### src/common/popr_pkg.sv
package popr_pkg;
    // ***********************************************
    // configuration word layout
    // ***********************************************
    localparam int unsigned CFG_W = 24;
    localparam int unsigned ADDR_LSB = 0;
    localparam int unsigned ADDR_W = 16;
    localparam int unsigned FMT_LSB = 16;
    localparam int unsigned FMT_W = 7;
    localparam int unsigned HALL_EN_BIT = 23;
    localparam int unsigned HALL_DIR_BIT = 22;
    localparam int unsigned HALL_OFS_LSB = 16;
    localparam int unsigned HALL_OFS_W = 6;
    // ***********************************************
    // hall inputs inside the flag word
    // ***********************************************
    localparam int unsigned HALL_U_BIT = 22;
    localparam int unsigned HALL_V_BIT = 21;
    localparam int unsigned HALL_W_BIT = 20;
    localparam int unsigned SECT_W = 3;
    localparam logic [2:0] SECT_LAST = 3'h5;
    localparam logic [2:0] SECT_COUNT = 3'h6;
    // ***********************************************
    // data widths and modes
    // ***********************************************
    localparam int unsigned POS_W = 24;
    localparam int unsigned MULT_W = 8;
    localparam int unsigned ENC_W = 8;
    localparam int unsigned MODE_W = 2;
    localparam logic [1:0] MODE_AUTO_ON = 2'h1;
    localparam logic [CFG_W-1:0] CFG_NONE = 24'h000000;
    localparam logic [POS_W-1:0] POS_RESET = 24'h000000;

    typedef enum logic [3:0] {
        POPR_START = 4'h1,
        POPR_REQ = 4'h2,
        POPR_APPLY = 4'h4,
        POPR_RUN = 4'h8
    } popr_state_t;

    typedef struct packed {
        logic req;
        logic hall_space;
        logic [ADDR_W-1:0] addr;
        logic [FMT_W-1:0] fmt;
    } popr_sensor_req_t;

    typedef struct packed {
        popr_state_t state;
        logic [POS_W-1:0] phase_pos;
        logic [POS_W-1:0] data;
        logic enabled;
        logic closed_loop;
        logic by_cmd;
        logic hall_invalid;
        logic [SECT_W-1:0] sector;
        logic hall_space;
        logic [ADDR_W-1:0] addr;
        logic [FMT_W-1:0] fmt;
    } popr_regs_t;
endpackage

### src/hdl/popr_hall_decode.sv
`timescale 1ns/1ps
module popr_hall_decode
(
    // flag word and sense
    input wire logic [popr_pkg::CFG_W-1:0] flags_in,
    input wire logic reverse_in,
    // decoded sector
    output logic [popr_pkg::SECT_W-1:0] sector_out,
    output logic valid_out
);
    import popr_pkg::*;
    logic [2:0] uvw;
    logic [SECT_W-1:0] fwd;

    always_comb
    begin
        uvw = {flags_in[HALL_U_BIT], flags_in[HALL_V_BIT], flags_in[HALL_W_BIT]};
        valid_out = 1'b1;
        // zero at v edge, u low
        case (uvw)
            3'h3: fwd = 3'h0;
            3'h2: fwd = 3'h1;
            3'h6: fwd = 3'h2;
            3'h4: fwd = 3'h3;
            3'h5: fwd = 3'h4;
            3'h1: fwd = 3'h5;
            default:
            begin
                fwd = 3'h0;
                valid_out = 1'b0;
            end
        endcase
        if (reverse_in && fwd != 3'h0)
        begin
            sector_out = SECT_COUNT - fwd;
        end
        else
        begin
            sector_out = fwd;
        end
    end
endmodule // popr_hall_decode

### src/hdl/popr_phase_ref.sv
`timescale 1ns/1ps
// Overview of operation
// - A nonzero phase source word makes the block read the sensor at its address and format at reset.
// - The reset reading times the cycle multiplier plus the stored offset goes into the phase position.
// - The sensor is read only at card reset or motor reset; afterwards the phase follows the encoder counter.
// - With power-on mode 1 the motor is enabled in closed loop right after a card reset, except when the hall code read is invalid.
// - With power-on mode 0 the read is done at reset but the motor stays disabled until motor reset, open-loop or jog.
// - A motor reset command performs a fresh absolute read and enables closed loop, except when that read finds an invalid hall code.
// - Bit 23 of the source word selects hall referencing with the address taken in X space.
// - Hall U, V and W are bits 22, 21 and 20 of the addressed flag word.
// - Bit 22 of the source word picks standard or reversed hall sense.
// - Bits 16 to 21 hold a hall zero offset in sixty-fourths of a commutation cycle.
// - The V edge while U is low is hall zero, phase zero with no offset.
module popr_phase_ref
(
    // clock and reset
    input wire logic clk_in,
    input wire logic resetn_in,
    // configuration
    input wire logic [popr_pkg::CFG_W-1:0] phase_source_config_in,
    input wire logic [popr_pkg::POS_W-1:0] phase_offset_value_in,
    input wire logic [popr_pkg::MULT_W-1:0] cycle_multiplier_in,
    input wire logic [popr_pkg::POS_W-1:0] commutation_cycle_in,
    input wire logic [popr_pkg::MODE_W-1:0] power_on_phasing_mode_in,
    // commands
    input wire logic motor_reset_cmd_in,
    input wire logic open_loop_cmd_in,
    input wire logic jog_cmd_in,
    // encoder counter
    input wire logic [popr_pkg::ENC_W-1:0] enc_delta_in,
    // sensor read port
    output popr_pkg::popr_sensor_req_t sensor_req_out,
    input wire logic sensor_ack_in,
    input wire logic [popr_pkg::CFG_W-1:0] sensor_data_in,
    // status
    output logic [popr_pkg::POS_W-1:0] phase_pos_out,
    output logic motor_enabled_out,
    output logic closed_loop_out,
    output logic hall_invalid_out,
    output logic [popr_pkg::SECT_W-1:0] hall_sector_out,
    output logic busy_out
);
    import popr_pkg::*;

    // ***********************************************
    // state
    // ***********************************************
    popr_regs_t s_reg;
    popr_regs_t s_next;
    logic [SECT_W-1:0] sector;
    logic hall_ok;
    logic [POS_W-1:0] abs_sum;
    logic [POS_W-1:0] enc_step;
    logic [POS_W-1:0] hall_phase;
    logic [HALL_OFS_W-1:0] pos64;
    logic [31:0] hall_prod;
    logic [31:0] abs_prod;
    logic [31:0] enc_prod;
    logic auto_on;

    // sixty-fourths at the start of each sector
    function automatic logic [HALL_OFS_W-1:0] sect64(input logic [SECT_W-1:0] s);
        case (s)
            3'h0: sect64 = 6'h00;
            3'h1: sect64 = 6'h0B;
            3'h2: sect64 = 6'h15;
            3'h3: sect64 = 6'h20;
            3'h4: sect64 = 6'h2B;
            SECT_LAST: sect64 = 6'h35;
            default: sect64 = 6'h00;
        endcase
    endfunction

    // ***********************************************
    // hall decode
    // ***********************************************
    // u v w from flag word
    popr_hall_decode u_hall
    (
        .flags_in(s_reg.data),
        .reverse_in(phase_source_config_in[HALL_DIR_BIT]),
        .sector_out(sector),
        .valid_out(hall_ok)
    );

    // ***********************************************
    // arithmetic
    // ***********************************************
    always_comb
    begin
        abs_prod = 32'(signed'(s_reg.data)) * 32'(cycle_multiplier_in);
        abs_sum = abs_prod[POS_W-1:0] + phase_offset_value_in;
        enc_prod = 32'(signed'(enc_delta_in)) * 32'(cycle_multiplier_in);
        enc_step = enc_prod[POS_W-1:0];
        pos64 = sect64(sector) + phase_source_config_in[HALL_OFS_LSB +: HALL_OFS_W];
        hall_prod = 32'(pos64) * 32'(commutation_cycle_in);
        hall_phase = hall_prod[HALL_OFS_W +: POS_W];
        auto_on = power_on_phasing_mode_in == MODE_AUTO_ON;
    end

    // ***********************************************
    // sequencer
    // ***********************************************
    always_comb
    begin
        s_next = s_reg;
        case (s_reg.state)
            POPR_START:
            begin
                s_next.addr = phase_source_config_in[ADDR_LSB +: ADDR_W];
                s_next.fmt = phase_source_config_in[FMT_LSB +: FMT_W];
                s_next.hall_space = phase_source_config_in[HALL_EN_BIT];
                s_next.enabled = 1'b0;
                s_next.closed_loop = 1'b0;
                if (phase_source_config_in != CFG_NONE)
                begin
                    s_next.state = POPR_REQ;
                end
                else
                begin
                    s_next.state = POPR_RUN;
                    s_next.enabled = s_reg.by_cmd || auto_on;
                    s_next.closed_loop = s_reg.by_cmd || auto_on;
                end
            end
            POPR_REQ:
            begin
                if (sensor_ack_in)
                begin
                    s_next.data = sensor_data_in;
                    s_next.state = POPR_APPLY;
                end
            end
            POPR_APPLY:
            begin
                s_next.state = POPR_RUN;
                s_next.hall_invalid = 1'b0;
                if (s_reg.hall_space)
                begin
                    s_next.sector = sector;
                    s_next.hall_invalid = !hall_ok;
                    if (hall_ok)
                    begin
                        s_next.phase_pos = hall_phase;
                    end
                end
                else
                begin
                    s_next.phase_pos = abs_sum;
                end
                s_next.enabled = (s_reg.by_cmd || auto_on) && s_next.hall_invalid == 1'b0;
                s_next.closed_loop = s_next.enabled;
            end
            POPR_RUN:
            begin
                s_next.phase_pos = s_reg.phase_pos + enc_step;
                if (motor_reset_cmd_in)
                begin
                    s_next.by_cmd = 1'b1;
                    s_next.state = POPR_START;
                end
                else if (jog_cmd_in)
                begin
                    s_next.enabled = 1'b1;
                    s_next.closed_loop = 1'b1;
                end
                else if (open_loop_cmd_in)
                begin
                    s_next.enabled = 1'b1;
                    s_next.closed_loop = 1'b0;
                end
            end
            default:
            begin
                s_next.state = POPR_START;
            end
        endcase
    end

    always_ff @(posedge clk_in or negedge resetn_in)
    begin
        if (!resetn_in)
        begin
            s_reg <= '{state: POPR_START, phase_pos: POS_RESET, data: POS_RESET, default: '0};
        end
        else
        begin
            s_reg <= s_next;
        end
    end

    // ***********************************************
    // outputs
    // ***********************************************
    always_comb
    begin
        sensor_req_out.req = s_reg.state == POPR_REQ;
        sensor_req_out.hall_space = s_reg.hall_space;
        sensor_req_out.addr = s_reg.addr;
        sensor_req_out.fmt = s_reg.fmt;
        phase_pos_out = s_reg.phase_pos;
        motor_enabled_out = s_reg.enabled;
        closed_loop_out = s_reg.closed_loop;
        hall_invalid_out = s_reg.hall_invalid;
        hall_sector_out = s_reg.sector;
        busy_out = s_reg.state != POPR_RUN;
    end

    // ***********************************************
    // checks
    // ***********************************************
    // read follows start
    a_start_reads: assert property (@(posedge clk_in) disable iff (!resetn_in)
        (s_reg.state == POPR_START && phase_source_config_in != CFG_NONE) |=> sensor_req_out.req)
        else $error("no sensor read after start");
    a_abs_sum: assert property (@(posedge clk_in) disable iff (!resetn_in)
        (s_reg.state == POPR_APPLY && !s_reg.hall_space) |=> phase_pos_out == $past(abs_sum))
        else $error("phase not set to reading plus offset");
    a_no_run_read: assert property (@(posedge clk_in) disable iff (!resetn_in)
        $rose(sensor_req_out.req) |-> $past(s_reg.state) == POPR_START)
        else $error("sensor read outside reset");
    a_enc_track: assert property (@(posedge clk_in) disable iff (!resetn_in)
        (s_reg.state == POPR_RUN && !motor_reset_cmd_in) |=> phase_pos_out == $past(phase_pos_out) + $past(enc_step))
        else $error("phase not tracking encoder");
    a_mode_on: assert property (@(posedge clk_in) disable iff (!resetn_in)
        (s_reg.state == POPR_APPLY && !s_reg.by_cmd && auto_on && !s_reg.hall_space) |=> motor_enabled_out && closed_loop_out)
        else $error("mode 1 did not enable closed loop");
    a_mode_off: assert property (@(posedge clk_in) disable iff (!resetn_in)
        (s_reg.state == POPR_APPLY && !s_reg.by_cmd && !auto_on) |=> !motor_enabled_out)
        else $error("mode 0 enabled the motor");
    a_cmd_reread: assert property (@(posedge clk_in) disable iff (!resetn_in)
        (s_reg.state == POPR_RUN && motor_reset_cmd_in && phase_source_config_in != CFG_NONE) |=> ##1 sensor_req_out.req)
        else $error("motor reset did not reread sensor");
    a_hall_space: assert property (@(posedge clk_in) disable iff (!resetn_in)
        (s_reg.state == POPR_START) |=> sensor_req_out.hall_space == $past(phase_source_config_in[HALL_EN_BIT]))
        else $error("hall space select wrong");
    a_hall_bad: assert property (@(posedge clk_in) disable iff (!resetn_in)
        (s_reg.state == POPR_APPLY && s_reg.hall_space && !hall_ok) |=> hall_invalid_out && !motor_enabled_out)
        else $error("invalid hall code not flagged");
endmodule // popr_phase_ref

### config.mk
export PLATFORM = sky130hd
export DESIGN_NAME = popr_phase_ref
export DESIGN_NICKNAME = d
export VERILOG_FILES = /design/src/common/popr_pkg.sv /design/src/hdl/popr_hall_decode.sv /design/src/hdl/popr_phase_ref.sv
export SDC_FILE = /design/constraint.sdc
export NUM_CORES = 1
export LEC_CHECK = 0
export BUFFER_PORTS_ARGS = -buffer_cell sky130_fd_sc_hd__buf_2
export CORE_ASPECT_RATIO = 1.4
export CORE_UTILIZATION = 50
export CTS_BUF_LIST = sky130_fd_sc_hd__clkbuf_16
export CTS_CLUSTER_SIZE = 30
export DETAILED_ROUTE_END_ITERATION = 7
export PLACE_DENSITY = 0.81
export SYNTH_ARGS = -nofsm -noshare
export SYNTH_HDL_FRONTEND = slang
export SYNTH_SLANG_ARGS = --single-unit
### constraint.sdc
create_clock -name clk_in -period 6.4 [get_ports clk_in]
set_input_delay 1.28 -clock clk_in [delete_from_list [all_inputs] [get_ports clk_in]]
set_output_delay 1.28 -clock clk_in [all_outputs]
set_load 0.1 [all_outputs]
# Word level (Yosys, flattened, before mapping)
# Index checks and enable logic that the tools add are counted.
word_totals:
  elab_cells: 75
  inputBits: 120
  register_bits: 83
  output_inout_bits: 56
classes:
  n_bitwise: 1
  mul: 3
  n_eq_ne: 23
  add_sub_neg: 4
  n_mux: 18
  reduce_logical: 15
ops:
  columns: ["operator", "n"]
  rows:
  - ["24-bit adder", 2]
  - ["24-bit two-way mux", 2]
  - ["24-bit case mux with 2 select lines", 1]
  - ["6-bit by 24-bit multiplier with 30-bit output", 1]
  - ["6-bit case mux with 5 select lines", 1]
  - ["24-bit by 9-bit multiplier with 24-bit output", 1]
  - ["24-bit nonzero test", 1]
  - ["4-bit two-way mux", 5]
  - ["8-bit by 9-bit multiplier with 17-bit output", 1]
  - ["4-bit case mux with 4 select lines", 1]
  - ["3-bit == test (second input constant)", 5]
  - ["3-bit case mux with 5 select lines", 1]
  - ["3-bit by 2-bit == test with 1-bit output (second input constant)", 4]
  - ["2-bit AND reduction", 5]
  - ["2-bit two-way mux", 4]
  - ["6-bit adder", 1]
  - ["3-bit by 1-bit == test with 1-bit output (second input constant)", 2]
  - ["2-bit != test (second input constant)", 3]
  - ["3-bit != test (second input constant)", 2]
  - ["2-bit case mux with 3 select lines", 1]
  - ["3-bit nonzero test", 2]
  - ["6-bit OR reduction", 1]
  - ["4-bit by 1-bit == test with 1-bit output (second input constant)", 1]
  - ["4-bit by 2-bit == test with 1-bit output (second input constant)", 1]
  - ["other kinds (14)", 15]

# Longest topological paths before layout
# Gate-level depths: netlist of run 1.
logic_depth:
  depth_word: 12
  mapped_depth: 34
  mapped_depth_nobuf: 32

# Hierarchy
# Synthesis of run 1 repeated with hierarchy kept, for this count alone.
unflattened:
  hier_cells: 1907
  area_unflattened_um2: 17083.9
modules_own_cells:
  columns: ["mod", "n_inst", "cells_each", "seq_area_each_um2", "area_per_inst_um2"]
  rows:
  - ["popr_phase_ref", 1, 1886, 2078.2, 16946.3]
  - ["popr_hall_decode", 1, 21, 0.0, 137.6]

# Least setup slack after synthesis of run 1
# OpenSTA, ideal clock, no wires.
synth_path:
  path_type: "input to register"
  startpoint: "input cycle_multiplier_in[3] (netlist bit)"
  endpoint: "register s_reg (netlist bit phase_pos_out[23])"
  stages: 26
  arrival_ps: 6960
  setup_time_ps: 119
  slack_ps: -679
  n_path_buf: 2
  t_required_ps: 6281
  path_cell_list: "clkbuf_1 > clkbuf_1 > nand2_1 > fa_1 > fa_1 > inv_1 > fa_1 > inv_1 > fa_1 > inv_1 > ha_1 > o21ai_0 > nor2_1 > o211ai_1 > a31oi_1 > xnor2_1 > ha_1 > and3_1 > a221oi_1 > o22ai_1 > a21oi_1 > o21ai_0 > xor2_1 > a211oi_1 > a31oi_1 > o21a_1"
synth_between:
  elab_chain_len: 4
  elab_cells_between_ends: 6
  classes_between: "2 x add/sub; 2 x mul; 2 x mux"
synth_lines:
  columns: ["element", "line_no", "rtl"]
  rows:
  - ["start: declaration", "popr_phase_ref.sv:22", "input wire logic [popr_pkg::MULT_W-1:0] cycle_multiplier_in,"]
  - ["24-bit by 9-bit multiplier with 24-bit output", "popr_phase_ref.sv:91", "abs_prod = 32'(signed'(s_reg.data)) * 32'(cycle_multiplier_in);"]
  - ["24-bit adder", "popr_phase_ref.sv:92", "abs_sum = abs_prod[POS_W-1:0] + phase_offset_value_in;"]
  - ["24-bit two-way mux", "popr_phase_ref.sv:138", "if (s_reg.hall_space)"]
  - ["24-bit case mux with 2 select lines *", "popr_phase_ref.sv:107", "case (s_reg.state)"]
  - ["end signal: assignment", "popr_phase_ref.sv:188", "s_reg <= s_next;"]
  - ["end: declaration", "popr_phase_ref.sv:48", "popr_regs_t s_reg;"]
# Every way passes the cells marked *; elsewhere a longest branch is shown, timed or not.
# A chain may end at the register's enable or synchronous reset.

# Worst setup path after layout of run 1
layout_path:
  startpoint: "register s_reg[52] (netlist bit)"
  endpoint: "register s_reg (netlist bit phase_pos_out[23])"
layout_between:
  elab_chain_len: 12
  elab_cells_between_ends: 28
  classes_between: "3 x add/sub; 2 x mul; 12 x eq/ne; 7 x mux; 4 x reduce/logical"
layout_lines:
  columns: ["element"]
  rows:
  - ["branches (longest 12 deep; another with 6-bit by 24-bit multiplier with 30-bit output)"]
# Several ways; the timed one is not identified. The select of a mux whose other input is x is not followed.

==> run summary, run 1 <==
The run finished, with violations left. The final count of hold timing violations is 0, and the max-slew violation total from the final report is 0. The critical path ends at phase_pos_out[23]. The logs give 34,600 um^2 for the die outline area and 83 for the TritonCTS sink count. The data arrival at the endpoint of the critical path was 7.12 ns. The worst register-to-register path has a depth of 34. Of all nets on the critical path, the largest fanout is 20. Counting flops with a built-in enable in the synthesized netlist gives 0.

The initialized floorplan defines 79 standard-cell rows. The gate count after technology mapping is 1,878. The worst register-to-register path ends at phase_pos_out[23].

The final standard cell area without fillers came out at 19,900 um^2. The maximum single-stage delay on the critical path was 0.52 ns; the starting density of the core was 50.9%. Setup violations remaining at the end of the flow were counted as 21.

Derived from the worst setup path, the maximum achievable clock frequency is 0.147 GHz. The tools report the number of distinct library cells after synthesis as 73. Detailed-route wire length: 43,400 um. Setup repair after global routing could not meet its margin everywhere. The smallest setup slack after layout was -0.411 ns.

The post-detailed-route wirelength per cell was 16.7 um; the global-route wire length before repair was 72,300 um. The residual overflow from global routing was 0; the initial antenna violation count was 3. At the later pin of the worst-skew pair, clock insertion delay measures 0.37 ns.

Sorting the synthesized cells by how often they occur yields sky130_fd_sc_hd__inv_1 (305), sky130_fd_sc_hd__fa_1 (254), sky130_fd_sc_hd__and2_1 (200), sky130_fd_sc_hd__nand2_1 (189), sky130_fd_sc_hd__ha_1 (162). For the final database, setup skew stands at 0.0114 ns. The area share of the leading cell type in the synthesized netlist works out to 30.0%.

The largest individual stage delay along the critical path comes from the cell sky130_fd_sc_hd__fa_1. The hold-fix buffer count after cts is 0. Summing every instance area after synthesis gives 16,900 um^2. In this run the cell area measured after placement is 19,400 um^2. Once detail routing completed, the nets flagged for antenna violations numbered 0. For this run, design rule violations remaining after detail routing come to 0. After filler insertion, the fill cell instance count of the layout stands at 2,697. The maximum level of the CTS H-tree is 3. Cell repeated most along the worst path: sky130_fd_sc_hd__inv_2. Yosys printed 0 warnings.

Biggest area consumer among synthesized cells: sky130_fd_sc_hd__fa_1. The launch instance of the worst register-to-register path was s_reg[52]. The longest clock path from root to sink contains 2 buffers. Clock tree synthesis selected as its root buffer the cell sky130_fd_sc_hd__clkbuf_16. Entering global routing, the biggest net connects 67 pins. Before antenna repair, the detailed router went through 5 iterations. The die is 220 um tall. The setup path with the least slack is of type register to register. Max-cap violations in this run came to 0. Yosys instantiated no cell more often than sky130_fd_sc_hd__inv_1. Subtracting the final worst setup slack from the clock period gives 6.81 ns.

After floorplanning, the core was sized to cover 33,300 um^2. The register with the most flip-flops in the layout has 29 of them. The number of flip-flops and latches in the synthesized netlist is 83.

Transition time at the pin with the least slew margin: 1.11 ns. At the end of the flow, the number of nets in the layout was 2,684. Placer's final routability congestion estimate: 0.903. The share of flip-flops with an asynchronous set or reset was 100%; the post-placement setup slack was -0.673 ns. In the synthesized netlist the dominant register cell turns out to be sky130_fd_sc_hd__dfrtp_1. The via count of the first global-routing pass was 15,300; the number of placed I/O pins was 176. Cells with a size suffix above 1 make up 23.6% of the layout.

The worst setup path is launched from a register. The share of the clock period used by the worst path is 106%. The type of the tightest min-delay check was register to register. During placement, the flow inserted port buffers numbering 175. The routed via count divided by cell count works out to 5.39. The die is 158 um wide.

The data required time of the worst path was 6.71 ns. Across all register-to-register paths, the minimum setup slack is -0.41 ns. The worst setup path is captured at a register. Number of buffers inserted during clock tree synthesis: 9. The area overhead of the layout relative to synthesis works out to 17.4%. For this block, the via count after detailed routing is 14,000.

The worst setup path startpoint was s_reg[52]. In the global route stage, overall resource usage came out at 26.4%. The total nets after synthesis is 2,414, and the clock-pin slew of the registers on the worst-case setup and hold paths is 0.08 ns. The placed wire-length estimate after detailed placement came out at 35,800 um. TritonCTS built the clock tree. For this block, the initial DRC count from the detailed router was 807. Measured against its own limit, the worst slew margin works out to 25.6%.

In the post-synthesis netlist, the biggest area contributors are sky130_fd_sc_hd__fa_1 (30%), sky130_fd_sc_hd__dfrtp_1 (12%), sky130_fd_sc_hd__ha_1 (12%). For the portion of the post-synthesis area used by sequential elements, the log shows 12.3%. The average footprint of a synthesized cell came out at 9.02 um^2.

The checks that failed: negative setup slack.
==> how the worst min path moves through the flow <==
stage              start   endpoint  slack, ns  cells past startpoint
2_1_floorplan  s_reg[28]  s_reg[28]       0.43                      1
3_3_place_gp   s_reg[28]  s_reg[28]       0.44                      1
3_5_place_dp   s_reg[28]  s_reg[28]       0.46                      1
4_1_cts        s_reg[28]  s_reg[28]       0.48                      1
5_1_grt        s_reg[28]  s_reg[28]       0.50                      1
6_report       s_reg[28]  s_reg[28]       0.47                      1
==> routing by layer <==
layer	part of all wire [%]	GRT usage (%)	up-vias
met5	0.065	0	-
met1	38	30.2	6973
li1	-	-	6472
met3	5.5	3.70	118
met2	52	48.1	452
met4	4.2	12.5	4
==> worst max-delay path, delay by kind of cell, from the launching register on <==
| kind | cells | cell delay, ns |
|---|---|---|
| AO/OA/AOI/OAI | 11 | 1.87 |
| AND/OR/NAND/NOR | 6 | 0.88 |
| XOR/XNOR | 2 | 0.33 |
| adder cells (fa/ha/maj) | 7 | 2.39 |
| buffers and inverters | 7 | 0.59 |
| flip-flops | 1 | 0.42 |
| multiplexers | 1 | 0.23 |
==> area by class of cell <==
| cell class | instances | area, um^2 | area share [%] |
|---|---|---|---|
| Inverter | 305 | 1140 | 5.75 |
| Antenna cell | 1 | 2.50 | 0.0126 |
| Clock inverter | 7 | 76.3 | 0.384 |
| Tap cell | 445 | 557 | 2.80 |
| Timing Repair Buffer | 362 | 2330 | 11.7 |
| Multi-Input combinational cell | 1387 | 13500 | 67.8 |
| Sequential cell | 83 | 2080 | 10.4 |
| Clock buffer | 9 | 225 | 1.13 |
==> logic make-up (layout without fill, tap and decap cells) <==
family                     count (synthesis)  after routing  share of synthesized area [%]
buffers and inverters                    408            683                           10.2
xor gates and xnor gates                  91             91                           4.75
DFF                                       83             83                           12.3
muxes                                     53             53                           3.48
AOI/OAI and AO/OA                        267            267                           10.2
and+or+nand+nor                          560            560                           17.1
adders and majority gates                416            416                           42.0
other                                      0              1                              0
==> cells in the final DEF (no fill, tap or decap), types with 13 or more instances in the layout <==
master,synthesis,routed
sky130_fd_sc_hd__inv_1,305,297
sky130_fd_sc_hd__fa_1,254,252
sky130_fd_sc_hd__and2_1,200,195
sky130_fd_sc_hd__nand2_1,189,189
sky130_fd_sc_hd__buf_4,52,184
sky130_fd_sc_hd__buf_2,4,174
sky130_fd_sc_hd__ha_1,162,149
sky130_fd_sc_hd__dfrtp_1,82,82
sky130_fd_sc_hd__o21ai_0,69,55
sky130_fd_sc_hd__a21oi_1,64,52
sky130_fd_sc_hd__nor2_1,52,51
sky130_fd_sc_hd__xnor2_1,52,50
sky130_fd_sc_hd__mux2_2,48,48
sky130_fd_sc_hd__nand2b_1,40,39
sky130_fd_sc_hd__xor2_1,38,37
sky130_fd_sc_hd__a21o_1,23,23
sky130_fd_sc_hd__o21ai_1,6,17
sky130_fd_sc_hd__nor3_1,18,16
sky130_fd_sc_hd__nand3_1,14,14
sky130_fd_sc_hd__a211oi_1,16,14
sky130_fd_sc_hd__o22ai_1,13,13
==> through the flow <==
stage | hold slack (ns) | TNS [ns] | cells | util (%)
3_3_place_gp | 0.440 | -7.45 | 2574 | 58.2
5_1_grt | 0.500 | -13.06 | 2599 | 59.7
4_1_cts | 0.475 | -3.89 | 2594 | 59.5
6_report | 0.474 | -5.37 | 2599 | 59.7
2_1_floorplan | 0.429 | -0.648 | 1878 | -
3_5_place_dp | 0.458 | -11.15 | 2574 | 58.2
==> timing repair <==
item,in CTS,in global routing
pin swaps,15,8
resized for setup,22,13
setup buffers,4,4
setup endpoints to repair,20,24
Power of run 1 is left out: the tool's default activity adds up to more than one toggle a clock period on the data nets, which glitch-free logic cannot reach.
==> run 2, diff against run 1 <==
- ABC_AREA: unset -> 1
- RECOVER_POWER: unset -> 100
- clock period: 6.4 -> 5.9 ns (I/O delays scaled with it)
==> run 2 against run 1 <==
Against the previous run: the run ends with design-rule violations, max-capacitance violations, max-slew violations, negative setup slack left; register-to-register slack got worse by 0.31 ns; die area rose by 11%; non-clock buffer count rose by 95; via count rose by 31%; sequential share of layout area fell by 1.5 points; critical endpoint is now phase_pos_out[3]; largest cell class unchanged.
==> run summary, run 2 <==
For the combined flip-flop and latch cell area, the log shows 2080 um^2 (unchanged). The placed cell count is 3,459 (+34%), and the placer's final routability congestion estimate is 1.01 (+11%). The share of flip-flops with an asynchronous set or reset is 100% (unchanged), and the TritonCTS sink count is 83 (unchanged). The top metal layer carrying routed signals was met5. The checks that failed: design-rule violations, max-capacitance violations, max-slew violations, negative setup slack.

The met3 wirelength from detailed routing came out at 2600 um (+8.5%). The setup path with the least slack is of type register to register. The logs give 47 (-30%) for the pin count of the biggest net entering global routing and 1 (+1) for the number of max-cap violations. The leading cell type in the layout, fill and taps excluded is sky130_fd_sc_hd__nand2_1. The post-detailed-route wirelength per cell is 16.2 um (-2.7%), and the maximum level of the CTS H-tree is 3 (unchanged).

The routed via count divided by cell count is 5.23 (-3.0%). The area share of the leading cell type in the synthesized netlist works out to 27.0% (-3.0 points). The logs give 51.1% (+0.21 points) for the starting density of the core and 3,562 (+33%) for the layout net count. The total nets after synthesis came out at 3,225 (+34%). The tools report the via count of the first global-routing pass as 18,800 (+23%).

The clock-pin slew of the registers on the worst-case setup and hold paths is 0.08 ns (about the same), and the number of distinct library cells after synthesis is 45 (-38%). The logs give 1,024 (+27%) for the iteration-0 DRC count of the detailed router and 0 (unchanged) for the hold-fix buffer count after cts. The total of warnings raised by yosys was 0 (unchanged). Number of setup violations in the final report: 24 (+14%). The tools report the count of vias placed by the detailed router as 18,300 (+31%). The largest total area in the synthesized netlist belongs to sky130_fd_sc_hd__fa_1. The antenna diode instance count is 0 (-1), and the die outline area is 38,500 um^2 (+11%). The tools report the data required time of the worst path as 6.20 ns (-0.51 ns).

The logs give 2,689 (+43%) for the gate count after technology mapping and 0.0107 ns (-0.000692 ns) for the final clock skew. Leaving out fill and tap cells, the most frequent cells in the layout are sky130_fd_sc_hd__nand2_1 (681), sky130_fd_sc_hd__inv_1 (610), sky130_fd_sc_hd__buf_4 (266). The global-route wire length before repair is 90,300 um (+25%), and the synthesized area is 18,800 um^2 (+11%). The floorplan row count came out at 83 (+5.1%).

The flow ran to the end, but the final reports show violations. The transition time at the pin with the least slew margin was 2.53 ns (+1.41 ns); the simple logic cell fraction of the synthesized area was 23.8% (+6.7 points). The length of routed wiring on met1 came out at 20,500 um (+24%). sky130_fd_sc_hd__nand2_1 is the most common cell in the netlist. The shortest period the worst path allows was 6.62 ns (-0.194 ns); the detailed-route wire length was 56,800 um (+31%). STA classifies the critical path endpoint as a register. Area of the core: 36,900 um^2 (+11%).

After synthesis, the largest family of logic cells by area is adder cells. The number of flip-flops and latches in the synthesized netlist is 83 (unchanged). Height of the die: 232 um (+5.4%).

Among all stages on the critical path, the largest delay is contributed by sky130_fd_sc_hd__fa_1. The width of the chip is 166 um (+5.3%), and the total buffers and inverters traversed by the critical path is 9 (+2). The flip-flop count of the largest register after layout was 29 (unchanged).

Setup repair after global routing could not meet its margin everywhere. The logs give 0 (unchanged) for the final count of hold timing violations and 2 (unchanged) for the deepest clock path buffer count. The share of the clock period used by the worst path is 112% (+5.7 points), and the max-slew violation total from the final report is 39 (+39). The share of synthesized cell area in full adder, half adder and majority cells works out to 37.8% (-4.2 points).

Type of the tightest min-delay check: register to register. Xor/xnor cell area share of the yosys netlist: 2.13% (-2.6 points). The mux cell area share after synthesis is 1.26% (-2.2 points).

For the number of buffers inserted during clock tree synthesis, the log shows 9 (unchanged). The run gives 62.9% (+3.1 points) as the post-layout utilization of the core. Maximum fanout along the worst path: 5 (-75%). The number of placed I/O pins is 176 (unchanged), and the DRC violations left is 9 (+9). The number of synthesized flops with an enable pin is 0 (unchanged). The worst setup path is launched from a register. The cell sitting at the root of the clock tree is a sky130_fd_sc_hd__clkbuf_16.

By area the synthesized netlist is led by sky130_fd_sc_hd__fa_1 (27%), sky130_fd_sc_hd__nand2_1 (15%), sky130_fd_sc_hd__inv_1 (12%). The average footprint of a synthesized cell works out to 7.00 um^2 (-22%). TritonCTS built the clock tree. The smallest setup slack after layout came out at -0.717 ns (-0.306 ns). The total of fill cells in the finished design is 3,114 (+15%). The most numerous cell type found on the critical path is sky130_fd_sc_hd__nand2_2. In the synthesized netlist, the cells that appear most often are sky130_fd_sc_hd__nand2_1 (728), sky130_fd_sc_hd__inv_1 (625), sky130_fd_sc_hd__fa_1 (254), sky130_fd_sc_hd__nor2_1 (174), sky130_fd_sc_hd__ha_1 (162). The tools report the clock network latency to the later pin of the worst-skew pair as 0.38 ns (about the same). The count of buffers from port buffering is 175 (unchanged), and the area overhead of the layout relative to synthesis is 23.1%.

The data arrival at the endpoint of the critical path was 6.92 ns (-0.20 ns). Combined area of the multi-input logic cells: 14,700 um^2 (+8.8%). The tools report the initial antenna violation count as 1 (-2). For the count of TritonRoute iterations in the first routing pass, the log shows 7 (+2). The residual overflow from global routing came out at 0 (unchanged). The run gives 11.0% (-1.2 points) as the portion of the post-synthesis area used by sequential elements.

The worst slew slack as a fraction of its limit was -68.4% (-94 points); the upper clock frequency limit was 0.151 GHz (+2.9%). Among all flip-flop cells after synthesis, the most frequent one is sky130_fd_sc_hd__dfrtp_1. The overall global routing resource usage came out at 29.5% (+3.1 points). The worst hold slack after final layout is 0.474 ns (+0.000369 ns). On the critical path the largest part of the delay comes from adder cells.

The logs give 29,700 um (+31%) for the routed length on met2 and -15.08 ns (-9.71 ns) for the final total negative setup slack. The share of layout cells above drive strength 1 was 23.4% (-0.28 points); the post-route antenna net violation count was 0 (unchanged). The run gives 3,498 (+35%) as the non-filler instance count after layout.

The maximum single-stage delay on the critical path was 0.52 ns (about the same); the compound-cell area share of the yosys netlist was 7.66% (-2.6 points). The placed wire-length estimate after detailed placement came out at 46,600 um (+30%).
run 2: cell types whose count changed after synthesis, sizes merged, moves of 39 or more:
cell	previous run	this run
a21oi	64	140
and2	200	0
inv	305	632
nand2	189	731
nand2b	40	1
nand3	14	99
nor2	52	196
xnor2	53	14
run 2: final timing paths:
check                                   start                 end  slack [ns]  cells past startpoint
setup / recovery                    s_reg[51]    phase_pos_out[3]       -0.72                     42
hold / removal             sensor_req_out[15]  sensor_req_out[15]        0.47                      2
setup reg to reg                    s_reg[51]    phase_pos_out[3]       -0.72                     42
hold reg to reg            sensor_req_out[15]  sensor_req_out[15]        0.47                      2
max in group asynchronous           resetn_in           s_reg[46]        2.60                      2
min in group asynchronous           resetn_in           s_reg[49]        1.58                      1
run 2: layout make-up:
| class | count | share of cell area (%) |
|---|---|---|
| clock inverter | 7 | 0.351 |
| tap | 467 | 2.52 |
| timing repair buffer | 457 | 13.7 |
| sequential | 83 | 8.97 |
| multi-input combinational | 1842 | 63.3 |
| inverter | 633 | 10.3 |
| clock buffer | 9 | 0.972 |
run 2: logic make-up after synthesis:
group / Yosys count
buf+inv: 764
flops: 83
fa+ha+maj: 416
xor+xnor: 44
simple gates: 1089
compound gates: 272
mux: 21
run 2: per-stage QoR:
step | cell area (um^2) | setup WS, ns
2_1_floorplan | 19300 | -0.240
3_3_place_gp | 22000 | -0.750
3_5_place_dp | 22000 | -0.863
4_1_cts | 22600 | -0.507
5_1_grt | 23200 | -1.13
6_report | 23200 | -0.717
run 2: repair_timing:
item / in CTS / in global routing
endpoints found under the setup margin: 24 / 24
gates resized for setup: 57 / 111
gates cloned: 0 / 3
pin swaps: 22 / 40
setup buffers: 7 / 13
run 2: layer usage:
metal / vias up / track usage [%]
li1: 8708 / -
met1: 8711 / 31.8
met2: 648 / 54.6
met3: 227 / 3.76
met4: 2 / 18.4
met5: - / 0
run 2: worst reg2reg max path, delay by kind of cell (launching register included):
| kind | cells | cell delay [ns] |
|---|---|---|
| xor+xnor | 3 | 0.62 |
| compound gates | 10 | 1.29 |
| fa+ha+maj | 6 | 2.17 |
| buf+inv | 9 | 0.92 |
| simple gates | 14 | 1.14 |
| flops | 1 | 0.43 |
Power of run 2 is left out for the same reason.
